## config.mk

```make
export PLATFORM = sky130hd
export DESIGN_NAME = scan_chain_test_port
export DESIGN_NICKNAME = d
export VERILOG_FILES = /design/src/hdl/scan_port_pkg.sv /design/src/hdl/sync2.sv /design/src/hdl/scan_chain_test_port.sv
export VERILOG_INCLUDE_DIRS = /design/src /design/src/hdl
export SDC_FILE = /design/constraint.sdc
export NUM_CORES = 1
export LEC_CHECK = 0
export BUFFER_PORTS_ARGS = -buffer_cell sky130_fd_sc_hd__clkbuf_2
export CORE_ASPECT_RATIO = 0.9
export CORE_MARGIN = 4
export CORE_UTILIZATION = 40
export DETAILED_ROUTE_END_ITERATION = 8
export PLACE_DENSITY = 0.57
export SLEW_MARGIN = 20
export SYNTH_ARGS = -nofsm -noshare
export SYNTH_HDL_FRONTEND = slang
export SYNTH_SLANG_ARGS = --single-unit
```

## constraint.sdc

```tcl
create_clock -name aclk -period 4.75 [get_ports aclk]
set_clock_uncertainty 0.2 [all_clocks]
set_input_delay 1.425 -clock aclk [delete_from_list [all_inputs] [get_ports aclk]]
set_output_delay 1.425 -clock aclk [all_outputs]
set_load 0.01 [all_outputs]
```

## src/hdl/scan_port_defines.svh

```systemverilog
`ifndef SCAN_PORT_DEFINES_SVH
`define SCAN_PORT_DEFINES_SVH

// Chain and macro sizes
`define JK_CELLS       20
`define JK_BANK_CELLS  10
`define OUT_CELLS      16
`define IN_CELLS       16
`define BANK_CELLS     8
`define CLK_TERMS      10
`define DATA_SYNC_W    99

// Register byte offsets
`define REG_CTRL       8'h00
`define REG_IN_BYPASS  8'h04
`define REG_OUT_BYPASS 8'h08
`define REG_JK_STATE   8'h0c
`define REG_OUT_STATE  8'h10
`define REG_IN_STATE   8'h14
`define REG_STATUS     8'h18

// Field positions
`define CTRL_SECURE_BIT  0
`define STAT_SCAN_BIT    0
`define STAT_PDOWN_BIT   1
`define STAT_OFF_BIT     2

// Reset values
`define CTRL_RESET     1'b0
`define BYPASS_RESET   16'h0000

// AXI response codes
`define RESP_OKAY      2'b00
`define RESP_SLVERR    2'b10

`endif

```

## src/hdl/scan_port_pkg.sv

```systemverilog
package scan_port_pkg;
  // Operating mode, Gray coded along normal, scan, power-down
  typedef enum logic [1:0] {
    MODE_NORMAL = 2'b00,
    MODE_SCAN   = 2'b01,
    MODE_PDOWN  = 2'b11
  } mode_t;
endpackage : scan_port_pkg

```

## src/hdl/sync2.sv

```systemverilog
// Two-flop synchroniser for a bundle of asynchronous levels
module sync2 #(
  parameter int W = 1
) (
  input  wire logic         aclk,
  input  wire logic         aresetn,
  input  wire logic [W-1:0] async_in,
  output logic      [W-1:0] sync_out
);
  logic [W-1:0] meta_q;  // First stage, read only by second stage

  // Both stages clear on reset
  always_ff @(posedge aclk) begin
    if (!aresetn) begin
      meta_q   <= '0;
      sync_out <= '0;
    end else begin
      meta_q   <= async_in;
      sync_out <= meta_q;
    end
  end
endmodule : sync2

```

## src/hdl/scan_chain_test_port.sv

```systemverilog
// Our own choices: the AXI4-Lite register port and the placing of the registers.
`include "scan_port_defines.svh"
// Notes on behaviour
// - Mode pin high enters scan mode.
// - Chain is 20 buried then 16 output.
// - Scan input feeds the chain head.
// - Scan clock alone clocks chain in scan.
// - Preset and clear disabled during scan.
// - Bypassed output flops still shift in scan.
// - External data inputs blocked in scan.
// - Pins show inverted output flops in scan.
// - Security fuse never disables scan.
// - Head bit reaches pin 0 at 21, 15 at 36.
// - Chain behaves as first-in first-out shifter.
// - Power-down pin high freezes all 52 flops.
// - Scan input high in power-down disables outputs.
// - Power-on clears all 52 flops.
// - Input flops in two banks, individual bypass.
// - Clock array: ten single, one common term.
module scan_chain_test_port
  import scan_port_pkg::*;
(
  input  wire logic        aclk,
  input  wire logic        aresetn,
  // Scan and power pins
  input  wire logic        scan_mode_select,
  input  wire logic        scan_serial_in,
  input  wire logic        scan_shift_clock,
  input  wire logic        power_down_pin,
  // Normal clocks: input banks, output banks, clock array terms
  input  wire logic        clk_in_a,
  input  wire logic        clk_in_b,
  input  wire logic        clk_out_a,
  input  wire logic        clk_out_b,
  input  wire logic [9:0]  jk_clk_term,
  input  wire logic        jk_clk_common,
  // Array-side data into the flops
  input  wire logic [15:0] in_pin,
  input  wire logic [19:0] jk_j,
  input  wire logic [19:0] jk_k,
  input  wire logic [15:0] out_data,
  input  wire logic [15:0] out_enable_term,
  input  wire logic        flop_preset,
  input  wire logic [9:0]  flop_clear,
  // I/O pin drive
  output logic      [15:0] io_out,
  output logic      [15:0] io_oe,
  output logic             output_disable_term,
  // AXI4-Lite slave
  input  wire logic [7:0]  s_axi_awaddr,
  input  wire logic        s_axi_awvalid,
  output logic             s_axi_awready,
  input  wire logic [31:0] s_axi_wdata,
  input  wire logic [3:0]  s_axi_wstrb,
  input  wire logic        s_axi_wvalid,
  output logic             s_axi_wready,
  output logic [1:0]       s_axi_bresp,
  output logic             s_axi_bvalid,
  input  wire logic        s_axi_bready,
  input  wire logic [7:0]  s_axi_araddr,
  input  wire logic        s_axi_arvalid,
  output logic             s_axi_arready,
  output logic [31:0]      s_axi_rdata,
  output logic [1:0]       s_axi_rresp,
  output logic             s_axi_rvalid,
  input  wire logic        s_axi_rready
);
  // Synchronised pins
  logic [3:0]  pins_s;       // pd, sck, sci, scm
  logic [14:0] clks_s;       // Normal clocks
  logic [98:0] data_s;       // Array-side data
  logic        pd_s;
  logic        sci_s;
  logic        scm_s;
  logic [15:0] clk_vec_s;    // All clocks incl. scan clock
  logic [15:0] clk_prev_q;   // Previous sampled clocks
  logic [15:0] clk_rise;     // One-cycle rising edge pulses
  logic [15:0] in_s;
  logic [19:0] j_s;
  logic [19:0] k_s;
  logic [15:0] outd_s;
  logic [15:0] oe_s;
  logic        pre_s;
  logic [9:0]  clr_s;
  // Flop state
  logic [19:0] jk_q, jk_d;   // Buried JK cells
  logic [15:0] out_q, out_d; // Output D cells
  logic [15:0] in_q, in_d;   // Input D cells
  logic [15:0] io_d;
  logic [15:0] oe_d;
  mode_t       mode_q, mode_d;
  // Software registers
  logic        secure_q, secure_d;
  logic [15:0] in_byp_q, in_byp_d;
  logic [15:0] out_byp_q, out_byp_d;
  // AXI state
  logic        aw_have_q, aw_have_d;
  logic        w_have_q, w_have_d;
  logic [7:0]  aw_addr_q, aw_addr_d;
  logic [31:0] w_data_q, w_data_d;
  logic [3:0]  s_wstrb_q;    // Strobes held with write data
  logic        bvalid_d;
  logic [1:0]  bresp_d;
  logic        rvalid_d;
  logic [31:0] rdata_d;
  logic [1:0]  rresp_d;

  // Pin synchronisers
  sync2 #(.W(4)) u_sync_pins (
    .aclk     (aclk),
    .aresetn  (aresetn),
    .async_in ({power_down_pin, scan_shift_clock, scan_serial_in,
                scan_mode_select}),
    .sync_out (pins_s)
  );
  sync2 #(.W(15)) u_sync_clks (
    .aclk     (aclk),
    .aresetn  (aresetn),
    .async_in ({jk_clk_common, jk_clk_term, clk_out_b, clk_out_a,
                clk_in_b, clk_in_a}),
    .sync_out (clks_s)
  );
  sync2 #(.W(`DATA_SYNC_W)) u_sync_data (
    .aclk     (aclk),
    .aresetn  (aresetn),
    .async_in ({clr_in_cat(flop_clear, flop_preset), out_enable_term,
                out_data, jk_k, jk_j, in_pin}),
    .sync_out (data_s)
  );

  // Joins clear and preset into one field
  function automatic logic [10:0] clr_in_cat(input logic [9:0] c,
                                             input logic p);
    clr_in_cat = {c, p};
  endfunction : clr_in_cat

  // Unpack synchronised bundles
  assign pd_s      = pins_s[3];
  assign sci_s     = pins_s[1];
  assign scm_s     = pins_s[0];
  assign clk_vec_s = {clks_s, pins_s[2]};
  assign clk_rise  = clk_vec_s & ~clk_prev_q;
  assign in_s      = data_s[15:0];
  assign j_s       = data_s[35:16];
  assign k_s       = data_s[55:36];
  assign outd_s    = data_s[71:56];
  assign oe_s      = data_s[87:72];
  assign pre_s     = data_s[88];
  assign clr_s     = data_s[98:89];

  // Next flop state for all three macro groups
  always_comb begin
    jk_d  = jk_q;
    out_d = out_q;
    in_d  = in_q;
    if (pd_s) begin
      mode_d = MODE_PDOWN;
    end else if (scm_s) begin
      mode_d = MODE_SCAN;
    end else begin
      mode_d = MODE_NORMAL;
    end
    if (mode_d == MODE_PDOWN) begin
      jk_d = jk_q;
    end else if (mode_d == MODE_SCAN) begin
      if (clk_rise[0]) begin
        jk_d  = {jk_q[18:0], sci_s};
        out_d = {out_q[14:0], jk_q[19]};
      end
    end else begin
      for (int i = 0; i < `IN_CELLS; i++) begin
        if (!in_byp_q[i] && clk_rise[(i < `BANK_CELLS) ? 1 : 2]) begin
          in_d[i] = in_s[i];
        end
        if (out_byp_q[i]) begin
          out_d[i] = outd_s[i];
        end else if (clk_rise[(i < `BANK_CELLS) ? 3 : 4]) begin
          out_d[i] = outd_s[i];
        end
      end
      // ten single terms, one common term
      for (int i = 0; i < `JK_CELLS; i++) begin
        if (i < `JK_BANK_CELLS) begin
          if (clr_s[i]) begin
            jk_d[i] = 1'b0;
          end else if (clk_rise[5 + i]) begin
            jk_d[i] = (j_s[i] & ~jk_q[i]) | (~k_s[i] & jk_q[i]);
          end
        end else begin
          if (pre_s) begin
            jk_d[i] = 1'b1;
          end else if (clk_rise[15]) begin
            jk_d[i] = (j_s[i] & ~jk_q[i]) | (~k_s[i] & jk_q[i]);
          end
        end
      end
    end
    // inverted output cells on pins in scan
    io_d = (mode_d == MODE_SCAN) ? ~out_d : out_d;
    // scan input disables outputs in power-down
    oe_d = (pd_s && sci_s) ? 16'h0000 : oe_s;
  end

  // Flop state registers, all clear at power-on
  always_ff @(posedge aclk) begin
    if (!aresetn) begin
      jk_q       <= '0;
      out_q      <= '0;
      in_q       <= '0;
      io_out     <= '0;
      io_oe      <= '0;
      mode_q     <= MODE_NORMAL;
      clk_prev_q <= '0;
    end else begin
      jk_q       <= jk_d;
      out_q      <= out_d;
      in_q       <= in_d;
      io_out     <= io_d;
      io_oe      <= oe_d;
      mode_q     <= mode_d;
      clk_prev_q <= clk_vec_s;
    end
  end

  // Disable term set when the registered enables are all off in power-down
  assign output_disable_term = (mode_q == MODE_PDOWN) && (io_oe == '0);

  // Register writes and read answers
  always_comb begin
    aw_have_d = aw_have_q;
    w_have_d  = w_have_q;
    aw_addr_d = aw_addr_q;
    w_data_d  = w_data_q;
    bvalid_d  = s_axi_bvalid;
    bresp_d   = s_axi_bresp;
    rvalid_d  = s_axi_rvalid;
    rdata_d   = s_axi_rdata;
    rresp_d   = s_axi_rresp;
    secure_d  = secure_q;
    in_byp_d  = in_byp_q;
    out_byp_d = out_byp_q;
    // Capture address and data in either order
    if (s_axi_awvalid && s_axi_awready) begin
      aw_have_d = 1'b1;
      aw_addr_d = s_axi_awaddr;
    end
    if (s_axi_wvalid && s_axi_wready) begin
      w_have_d = 1'b1;
      w_data_d = s_axi_wdata;
    end
    // Response done
    if (s_axi_bvalid && s_axi_bready) begin
      bvalid_d = 1'b0;
    end
    // Perform write once both halves held
    if (aw_have_q && w_have_q) begin
      aw_have_d = 1'b0;
      w_have_d  = 1'b0;
      bvalid_d  = 1'b1;
      bresp_d   = `RESP_OKAY;
      case (aw_addr_q)
        `REG_CTRL: begin
          if (s_wstrb_q[0]) begin
            secure_d = w_data_q[`CTRL_SECURE_BIT];
          end
        end
        `REG_IN_BYPASS: begin
          if (s_wstrb_q[0]) in_byp_d[7:0] = w_data_q[7:0];
          if (s_wstrb_q[1]) in_byp_d[15:8] = w_data_q[15:8];
        end
        `REG_OUT_BYPASS: begin
          if (s_wstrb_q[0]) out_byp_d[7:0] = w_data_q[7:0];
          if (s_wstrb_q[1]) out_byp_d[15:8] = w_data_q[15:8];
        end
        `REG_JK_STATE, `REG_OUT_STATE, `REG_IN_STATE, `REG_STATUS: begin
          bresp_d = `RESP_OKAY;
        end
        default: begin
          bresp_d = `RESP_SLVERR;
        end
      endcase
    end
    // Read answer done
    if (s_axi_rvalid && s_axi_rready) begin
      rvalid_d = 1'b0;
    end
    // Read decode
    if (s_axi_arvalid && s_axi_arready) begin
      rvalid_d = 1'b1;
      rresp_d  = `RESP_OKAY;
      rdata_d  = 32'h0000_0000;
      case (s_axi_araddr)
        `REG_CTRL:       rdata_d[0] = secure_q;
        `REG_IN_BYPASS:  rdata_d[15:0] = in_byp_q;
        `REG_OUT_BYPASS: rdata_d[15:0] = out_byp_q;
        `REG_JK_STATE:   rdata_d[19:0] = secure_q ? 20'h00000 : jk_q;
        `REG_OUT_STATE:  rdata_d[15:0] = secure_q ? 16'h0000 : out_q;
        `REG_IN_STATE:   rdata_d[15:0] = secure_q ? 16'h0000 : in_q;
        `REG_STATUS: begin
          rdata_d[`STAT_SCAN_BIT]  = (mode_q == MODE_SCAN);
          rdata_d[`STAT_PDOWN_BIT] = (mode_q == MODE_PDOWN);
          rdata_d[`STAT_OFF_BIT]   = output_disable_term;
        end
        default: begin
          rresp_d = `RESP_SLVERR;
        end
      endcase
    end
  end

  // Bus registers
  always_ff @(posedge aclk) begin
    if (!aresetn) begin
      aw_have_q    <= 1'b0;
      w_have_q     <= 1'b0;
      aw_addr_q    <= 8'h00;
      w_data_q     <= 32'h0000_0000;
      s_wstrb_q    <= 4'h0;
      s_axi_bvalid <= 1'b0;
      s_axi_bresp  <= `RESP_OKAY;
      s_axi_rvalid <= 1'b0;
      s_axi_rdata  <= 32'h0000_0000;
      s_axi_rresp  <= `RESP_OKAY;
      secure_q     <= `CTRL_RESET;
      in_byp_q     <= `BYPASS_RESET;
      out_byp_q    <= `BYPASS_RESET;
    end else begin
      aw_have_q    <= aw_have_d;
      w_have_q     <= w_have_d;
      aw_addr_q    <= aw_addr_d;
      w_data_q     <= w_data_d;
      s_wstrb_q    <= (s_axi_wvalid && s_axi_wready) ? s_axi_wstrb
                                                     : s_wstrb_q;
      s_axi_bvalid <= bvalid_d;
      s_axi_bresp  <= bresp_d;
      s_axi_rvalid <= rvalid_d;
      s_axi_rdata  <= rdata_d;
      s_axi_rresp  <= rresp_d;
      secure_q     <= secure_d;
      in_byp_q     <= in_byp_d;
      out_byp_q    <= out_byp_d;
    end
  end

  // Ready while the channel holder is empty and no answer is pending
  assign s_axi_awready = !aw_have_q && !s_axi_bvalid;
  assign s_axi_wready  = !w_have_q && !s_axi_bvalid;
  assign s_axi_arready = !s_axi_rvalid;
endmodule : scan_chain_test_port

```

* After elaboration in Yosys (flattened, before gate mapping) *
Cells that the tools add are included.

storage, ports and cells
  register bits = 425
  bits in latches = 0
  RAM bits = 0
  ROM bits = 0
  input bits = 177
  output and inout bits = 74
  memories = 0

operators by class
  $add $sub $neg = 0
  $mul = 0
  div/mod/pow operators = 0
  magnitude comparators = 0
  eq/ne operators = 17
  shifts and indexed selects = 0
  mux-type cells = 93
  bitwise gates (word level) = 106
  reduce and logical (&&, ||, !) cells = 98

operators with widths
  cell                                                                    count
  16-bit two-way mux                                                      6
  3-bit AND reduction                                                     32
  1-bit two-way mux                                                       77
  13-bit one-hot mux with 5 select lines                                  1
  20-bit two-way mux                                                      3
  8-bit by 5-bit equality test with 1-bit output (second input constant)  6
  1-bit inverter                                                          43
  1-bit AND                                                               40
  3-bit nonzero test                                                      11
  8-bit by 4-bit equality test with 1-bit output (second input constant)  4
  16-bit inverter                                                         2
  1-bit logical AND                                                       26
  1-bit zero test                                                         20
  1-bit OR                                                                20
  16-bit AND                                                              1
  8-bit by 3-bit equality test with 1-bit output (second input constant)  2
  16-bit zero test                                                        1
  8-bit zero test                                                         2
  7-bit OR reduction                                                      2
  2-bit one-hot mux with 6 select lines                                   1
  1-bit one-hot mux with 7 select lines                                   1
  2-bit two-way mux                                                       3
  2-bit by 1-bit equality test with 1-bit output (second input constant)  2
  2-bit equality test (second input constant)                             2
  4 further kinds                                                         6

* Logic depth before layout (Yosys ltp) *
Gate-level depths: netlist of the first run.

  depth after elaboration = 8
  gate-level depth with buffers = 7
  gate-level depth less buffers = 4

* Hierarchy *
From an unflattened synthesis of the first run, not the netlist that was laid out.

unflattened totals
  cell total of the unflattened synthesis = 1,537
  area total of the unflattened synthesis = 14,859.3 um^2

modules (own cells, without submodules)
  module                times used  cells each  area each (um^2)  sequential area each (um^2)
  scan_chain_test_port  1           1,041       8,461.9           3,743.6
  sync2 at u_sync_data  1           417         5,375.2           3,963.8
  sync2 at u_sync_clks  1           63          812.0             600.6
  sync2 at u_sync_pins  1           16          210.2             160.2

* Least setup slack after synthesis of the first run *
Ideal clock, no wire load.

  path type = input port to flip-flop
  from = input s_axi_araddr[7]
  to = register s_axi_rdata[2]
  library setup time = 0.072 ns
  arrival time = 2.721 ns
  required time = 4.478 ns
  slack = 1.758 ns
  cell stages on the path = 5
  buffers on the path = 1
  path through = or3_4 -> buf_6 -> or4_4 -> nor3_2 -> a2bb2oi_1

on the way
  word-level cells in the longest chain between the ends = 2
  elaborated cells on any way between the ends = 7
  classes of those cells = eq/ne: 6; mux: 1

RTL lines
  item                                                                    RTL line                     source
  from (decl)                                                             scan_chain_test_port.sv:60   input wire logic [7:0] s_axi_araddr,
  8-bit by 5-bit equality test with 1-bit output (tied with other cells)  scan_chain_test_port.sv:292  case (s_axi_araddr)
  2-bit one-hot mux with 6 select lines (*)                               scan_chain_test_port.sv:292
  to (signal assigned)                                                    scan_chain_test_port.sv:337  s_axi_rdata <= rdata_d;
  to (decl)                                                               scan_chain_test_port.sv:63   output logic [31:0] s_axi_rdata,

Mark *: on every way between the ends. The rest lies on a longest branch, timed or not.
A chain may end at the register's enable or synchronous reset.

* Final worst setup path of the first run *
  from = register io_oe[0]
  to = output output_disable_term

on the way
  word-level cells in the longest chain between the ends = 2

RTL lines
  item                    RTL line                     source
  from (decl)             scan_chain_test_port.sv:47   output logic [15:0] io_oe,
  from (signal assigned)  scan_chain_test_port.sv:211  io_oe <= '0;
  from (signal assigned)  scan_chain_test_port.sv:219  io_oe <= oe_d;
  16-bit zero test        scan_chain_test_port.sv:226  assign output_disable_term = (mode_q == MODE_PDOWN) && (io_oe == '0);
  1-bit logical AND       scan_chain_test_port.sv:226
  to (decl)               scan_chain_test_port.sv:48   output logic output_disable_term,

Every way passes these cells.

==> results of run 1 <==
[cell type report]
class                   instances  area [µm²]  area share, %
clock inverters                15         200           1.14
clock buffers                  62        1260           7.14
well taps                     476         596           3.38
repair buffers                230        1200           6.81
multi-input cells             974        5830           33.1
flip-flops and latches        423        8470           48.1
inverters                      19        71.3          0.405
[per-stage QoR]
step                setup slack, ns  total power, mW
CTS                            1.28             7.82
finish                         1.34             7.72
global placement               1.12             4.36
floorplan                      1.76             4.17
global route                   1.17             8.05
detailed placement             1.11             4.37
[critical path, delay by kind of cell, from the launching register on]
| kind | cells | cell delay, ns |
|---|---|---|
| buf+inv | 1 | 0.19 |
| simple gates | 2 | 0.73 |
| flops | 1 | 0.31 |
[flip-flops by register name, summed over array words and instances, names as in the netlist, 8 cells and up]
| name | flops |
|---|---|
| clk_prev_q | 16 |
| out_byp_q | 16 |
| io_oe | 16 |
| out_q | 16 |
| w_data_q | 16 |
| u_sync_data.meta_q | 99 |
| u_sync_data.sync_out | 99 |
| s_axi_rdata | 20 |
| jk_q | 20 |
| aw_addr_q | 8 |
| u_sync_clks.meta_q | 15 |
| in_byp_q | 16 |
| io_out | 16 |
| u_sync_clks.sync_out | 15 |
| in_q | 16 |
[kinds of logic after synthesis]
group,count (synthesis),share of synthesized area [%]
AND/OR/NAND/NOR,605,23.2
AO/OA/AOI/OAI,341,14.6
multiplexers,14,0.940
flip-flops,423,56.8
other,1,0.0252
buffers and inverters,136,4.44
[cell usage in the layout, fill, tap and decap left out, types with 4 or more instances in the layout]
cell type / netlist / layout
o21bai_1: 6 / 6
a2111o_1: 9 / 9
clkinv_2: 0 / 6
a21oi_1: 98 / 98
a222oi_1: 13 / 13
a211o_1: 9 / 9
clkbuf_16: 0 / 44
a22o_1: 21 / 21
nand2b_1: 20 / 20
a31oi_1: 9 / 9
nand2_1: 117 / 117
nor3_1: 22 / 22
or3_1: 19 / 19
nor2b_1: 18 / 16
and2_1: 273 / 273
o211ai_1: 6 / 6
o21ai_0: 79 / 79
clkbuf_1: 73 / 9
nor2_1: 45 / 45
conb_1: 1 / 14
o21ai_1: 28 / 28
buf_4: 14 / 11
clkbuf_8: 4 / 9
dfxtp_1: 423 / 423
bufinv_16: 0 / 4
mux2i_1: 14 / 14
a221oi_1: 13 / 13
o41ai_1: 5 / 5
nand4b_1: 9 / 9
o22ai_1: 18 / 18
o32ai_1: 5 / 5
clkbuf_2: 1 / 217
inv_1: 16 / 16
nand4_1: 9 / 9
nand3_1: 33 / 33
or3_2: 4 / 4
nor4_1: 8 / 8
o2111ai_1: 5 / 5
[report_power, final]
| group | total (mW) | switching [mW] | internal, mW |
|---|---|---|---|
| sequential | 3.80 | 0.0931 | 3.71 |
| combinational | 0.488 | 0.278 | 0.210 |
| clock | 3.43 | 1.36 | 2.06 |
| total | 7.72 | 1.73 | 5.98 |
[layer usage]
metal	wire length, µm	share of wire [%]	GRT usage, %
met3	2750	7.2	4.96
met5	27	0.071	0
met4	1120	2.9	6.04
met1	17900	47	26.0
met2	16200	43	26.9
[path summary, 6_finish.rpt]
kind / startpoint / to / slack [ns]
worst max-delay path: io_oe[0] / output_disable_term / 1.34
worst min register to register: u_sync_data.sync_out[84] / io_oe[12] / 0.22
worst max register to register: u_sync_pins.sync_out[0] / io_out[15] / 1.93
worst min-delay path: u_sync_data.sync_out[84] / io_oe[12] / 0.22
==> reports/results.ini, run 1 <==
[outcome]
status = completed

[synth]
synthFlopType = dfxtp_1
syn_area_per_cell_um2 = 9.80
synthCells = 1520
ys_seq_area_share_pct = 56.8
synth_seq_cells = 423
ys.warnings.count = 0
synth.area.top_cells = dfxtp_1 57%, and2_1 11%, a21oi_1 3.3%
synth_area_um2 = 14900
ys_types = 73
synth_top_area_share_pct = 56.8
yosysMostFrequentCell = dfxtp_1
synth.top_cells.by_count = 423 x dfxtp_1, 273 x and2_1, 117 x nand2_1
synthArstFlopShare_pct = 0
synth_top_area_cell = dfxtp_1
synth_enable_flop_cells = 0

[grt]
grt_pass1_vias = 10600
grt_overflow = 0
grt_pass1_wl_um = 58700
grt_max_degree = 214
grt_use_total_pct = 18.3
antenna_found_initial = 2

[floorplan]
initial_utilization_pct = 40.9
dieHeight_um = 191
die_w_um = 211
core_area_um2 = 36400
num_rows = 66
die_area_um2 = 40400
io_pins = 251

[timing]
setup_viol = 0
grt_setup_unrepaired = no
max_freq_mhz = 293
fin_tns_setup_ns = 0
tightest_slew_ns = 1.07
min_period_over_period_pct = 71.7
slew_violations = 0
fin_crit_ns = 3.41
hold_viol = 0
hold_slack_ns = 0.217
maxSlewHeadroom_pct = 28.3

[routing]
drc = 0
antenna_left = 0
vias = 11100
drt_iter0_markers = 672
first_pass_iters = 5
wire_per_inst_um = 17.3
avgViaCountPerCell = 5.04
wl_um = 38000

[placed_design]
hpwlAfterDp_um = 26800
io_buffers = 218
place_congestion = 0.886
dp_cells = 2122
postPlaceCellArea_um2 = 16200

[critical_path]
cp_cell_sequence = or4_1 > nor3_1 > clkbuf_2
arrival_ns = 1.78
slowest_stage = or4_1
cp_max_fo = 2
endpoint_kind = primary output
critical_path.max_stage_delay_ns = 0.58
reg2reg_depth = 4
start_kind = flop
crit_type = reg2out
required_ns = 3.12

[clocking]
hold_buffers = 0
cts_tree = built
cts_resized = 0
cts_buffers = 43
cts_root_buf = clkbuf_16
clkTransAtPathRegs_ns = 0.06
cts_max_level = 2
cts_max_path_buffers = 3
cts_post_setup_buffers_inserted = 0
clock_latency_ns = 0.55
cts_sinks = 423

[hold_path]
hold_path_depth = 1
hold_path.class = reg2reg

[final_layout]
layout.nets = 1868
n_fill_cell = 3470
antenna_cells = 0
fin_util_pct = 48.4
finish.instance_area_um2 = 17600
areaGrowthSynthToFinish_pct = 18.3
stdcell_count = 2199
layout-drive-gt1-share_pct = 18.9

[pwr]
ir_drop_mv = 0.277
power_density_nw_per_um2 = 438
p_leak_nw = 7.09

[run]
max-cap-violations = 0

Note: power is estimated with default switching activity, not from simulation.
==> run 2, diff against run 1 <==
Settings changed: PLACE_DENSITY 0.57 to 0.59.
Clock period 4.75 ns to 3.1 ns, I/O delays scaled along.
==> run 2 against run 1 <==
Net effect: design area up 0.79%; power up 53%; sequential cell count unchanged; count of clock-buffer cells in the layout down 5; worst setup slack worse by 1.2 ns; first-iteration DRC count up 39%; die area unchanged; wire length up 2.3%; sequential share of layout area down 0.38 points; critical path type unchanged; largest cell class unchanged.
==> reports/results.ini, run 2 (synthesis gave the netlist of run 1 again) <==
[routing]
vias = 11100  ; +0.42%
avgViaCountPerCell = 5.03  ; -0.17%
drt_iter0_markers = 937  ; +39%
drc = 0  ; unchanged
first_pass_iters = 5  ; unchanged
antenna_left = 0  ; unchanged
wl_um = 38900  ; +2.3%
wire_per_inst_um = 17.6  ; +1.7%

[critical_path]
arrival_ns = 1.83  ; +0.05 ns
required_ns = 1.97  ; -1.15 ns
critical_path.max_stage_delay_ns = 0.35  ; -0.23 ns
slowest_stage = nor4_1
endpoint_kind = primary output
critPathBufInv = 1  ; unchanged
cp_cell_sequence = nor4_1 > nand3_1 > nor3_2 > clkbuf_2
cp_max_fo = 2  ; unchanged
critPathTopFamily = simple AND/OR/NAND/NOR gates
start_kind = flop
crit_type = reg2out

[grt]
grt_max_degree = 158  ; -26%
grt_use_total_pct = 18.6  ; +0.29 points
grt_pass1_wl_um = 59600  ; +1.5%
grt_pass1_vias = 10500  ; -0.27%
grt_overflow = 0  ; unchanged
antenna_found_initial = 0  ; -2

[clocking]
clkTransAtPathRegs_ns = 0.06  ; about the same
hold_buffers = 0  ; unchanged
cts_tree = built
cts_post_setup_buffers_inserted = 0  ; unchanged
cts_resized = 0  ; unchanged
cts_root_buf = clkbuf_16
cts_sinks = 423  ; unchanged
cts_max_level = 2  ; unchanged
cts_buffers = 42  ; -2.3%
cts_max_path_buffers = 3  ; unchanged
clock_latency_ns = 0.55  ; about the same

[final_layout]
finish.instance_area_um2 = 17800  ; +0.79%
layout.nets = 1883  ; +0.80%
reg.largest.list = u_sync_data.meta_q x99, u_sync_data.sync_out x99
antenna_cells = 0  ; unchanged
layout-drive-gt1-share_pct = 19.9  ; +1.1 points
mostFrequentLayoutCell = dfxtp_1
areaGrowthSynthToFinish_pct = 19.2
final_cell_mix = 423 x dfxtp_1, 273 x and2_1, 217 x clkbuf_2

[outcome]
status = completed

[pwr]
p_sw_share_pct = 22.6  ; +0.13 points
sequentialPowerShare_pct = 49.4  ; +0.2 points
ir_drop_mv = 0.372  ; +34%
clkPwrFrac_pct = 44.2  ; -0.2 points
p_leak_nw = 7.18  ; +1.2%
p_sw_mw = 2.67  ; +54%
internal_power_mw = 9.13  ; +53%
power_density_nw_per_um2 = 664  ; +52%
pwr-share-comb_pct = 6.4  ; about the same

[timing]
tightest_slew_ns = 0.704  ; -0.367 ns
maxSlewHeadroom_pct = 52.9  ; +25 points
hold_viol = 0  ; unchanged
slew_violations = 0  ; unchanged
min_period_over_period_pct = 95.4
grt_setup_unrepaired = no
max_freq_mhz = 338
fin_tns_setup_ns = 0  ; unchanged
setup_ws_ns = 0.144  ; -1.20 ns
setup_viol = 0  ; unchanged
fin_crit_ns = 2.96

[run]
max-cap-violations = 0  ; unchanged

[placed_design]
io_buffers = 218  ; unchanged
postPlaceCellArea_um2 = 16300  ; +0.87%
dp_slack_ns = 0.305  ; -0.804 ns
place_congestion = 0.838  ; -5.4%
hpwlAfterDp_um = 28300  ; +5.6%

[floorplan]
die_w_um = 211  ; unchanged
core_area_um2 = 36400  ; unchanged
dieHeight_um = 191  ; unchanged
io_pins = 251  ; unchanged
initial_utilization_pct = 40.9  ; unchanged
num_rows = 66  ; unchanged
die_area_um2 = 40400  ; unchanged

[hold_path]
hold_path.class = reg2reg

-- run 2: area by class of cell --
| cell class | instances | area, µm² |
|---|---|---|
| Clock buffer | 57 | 1230 |
| Clock inverter | 17 | 213 |
| Fill cell | 3371 | 18700 |
| Inverter | 19 | 71.3 |
| Multi-Input combinational cell | 974 | 5840 |
| Sequential cell | 423 | 8470 |
| Tap cell | 476 | 596 |
| Timing Repair Buffer | 246 | 1350 |
-- run 2: through the flow --
step                cells  power, mW  hold slack [ns]  utilization, %
floorplan            1533       6.39            0.206               -
global route         2212       12.3            0.237            48.8
CTS                  2212       11.9            0.222            48.7
finish               2212       11.8            0.217            48.8
global placement     2138       6.69            0.208            44.8
detailed placement   2138       6.71            0.210            44.8
-- run 2: per-layer routing --
metal  routed length [µm]  up-vias  global-route usage [%]
met2                17700      340                    29.1
met3                 2450       52                    3.27
met1                18000     5140                    26.7
li1                     -     5593                       -
met5                    0        -                       0
met4                  720        0                    4.58
-- run 2: power groups by stage --
stage | Clock (mW) | Combinational, mW | Sequential, mW
6_report | 5.21 | 0.760 | 5.83
5_1_grt | 5.55 | 0.852 | 5.85
4_1_cts | 5.32 | 0.765 | 5.83
3_5_place_dp | 0 | 0.761 | 5.94
3_3_place_gp | 0 | 0.747 | 5.94
2_1_floorplan | 0 | 0.497 | 5.89
-- run 2: worst paths after layout --
path	end	slack, ns	cells past startpoint	startpoint
setup / recovery	output_disable_term	0.14	4	io_oe[1]
hold / removal	io_oe[0]	0.22	1	u_sync_data.sync_out[72]
setup reg to reg	jk_q[18]	0.68	4	u_sync_pins.sync_out[3]
hold reg to reg	io_oe[0]	0.22	1	u_sync_data.sync_out[72]
-- run 2: worst reg2reg max path: cells and delay by family, from the launching register on --
family | cells | cell delay, ns
AO/OA/AOI/OAI | 2 | 0.46
AND/OR/NAND/NOR | 2 | 0.94
flip-flops | 1 | 0.70
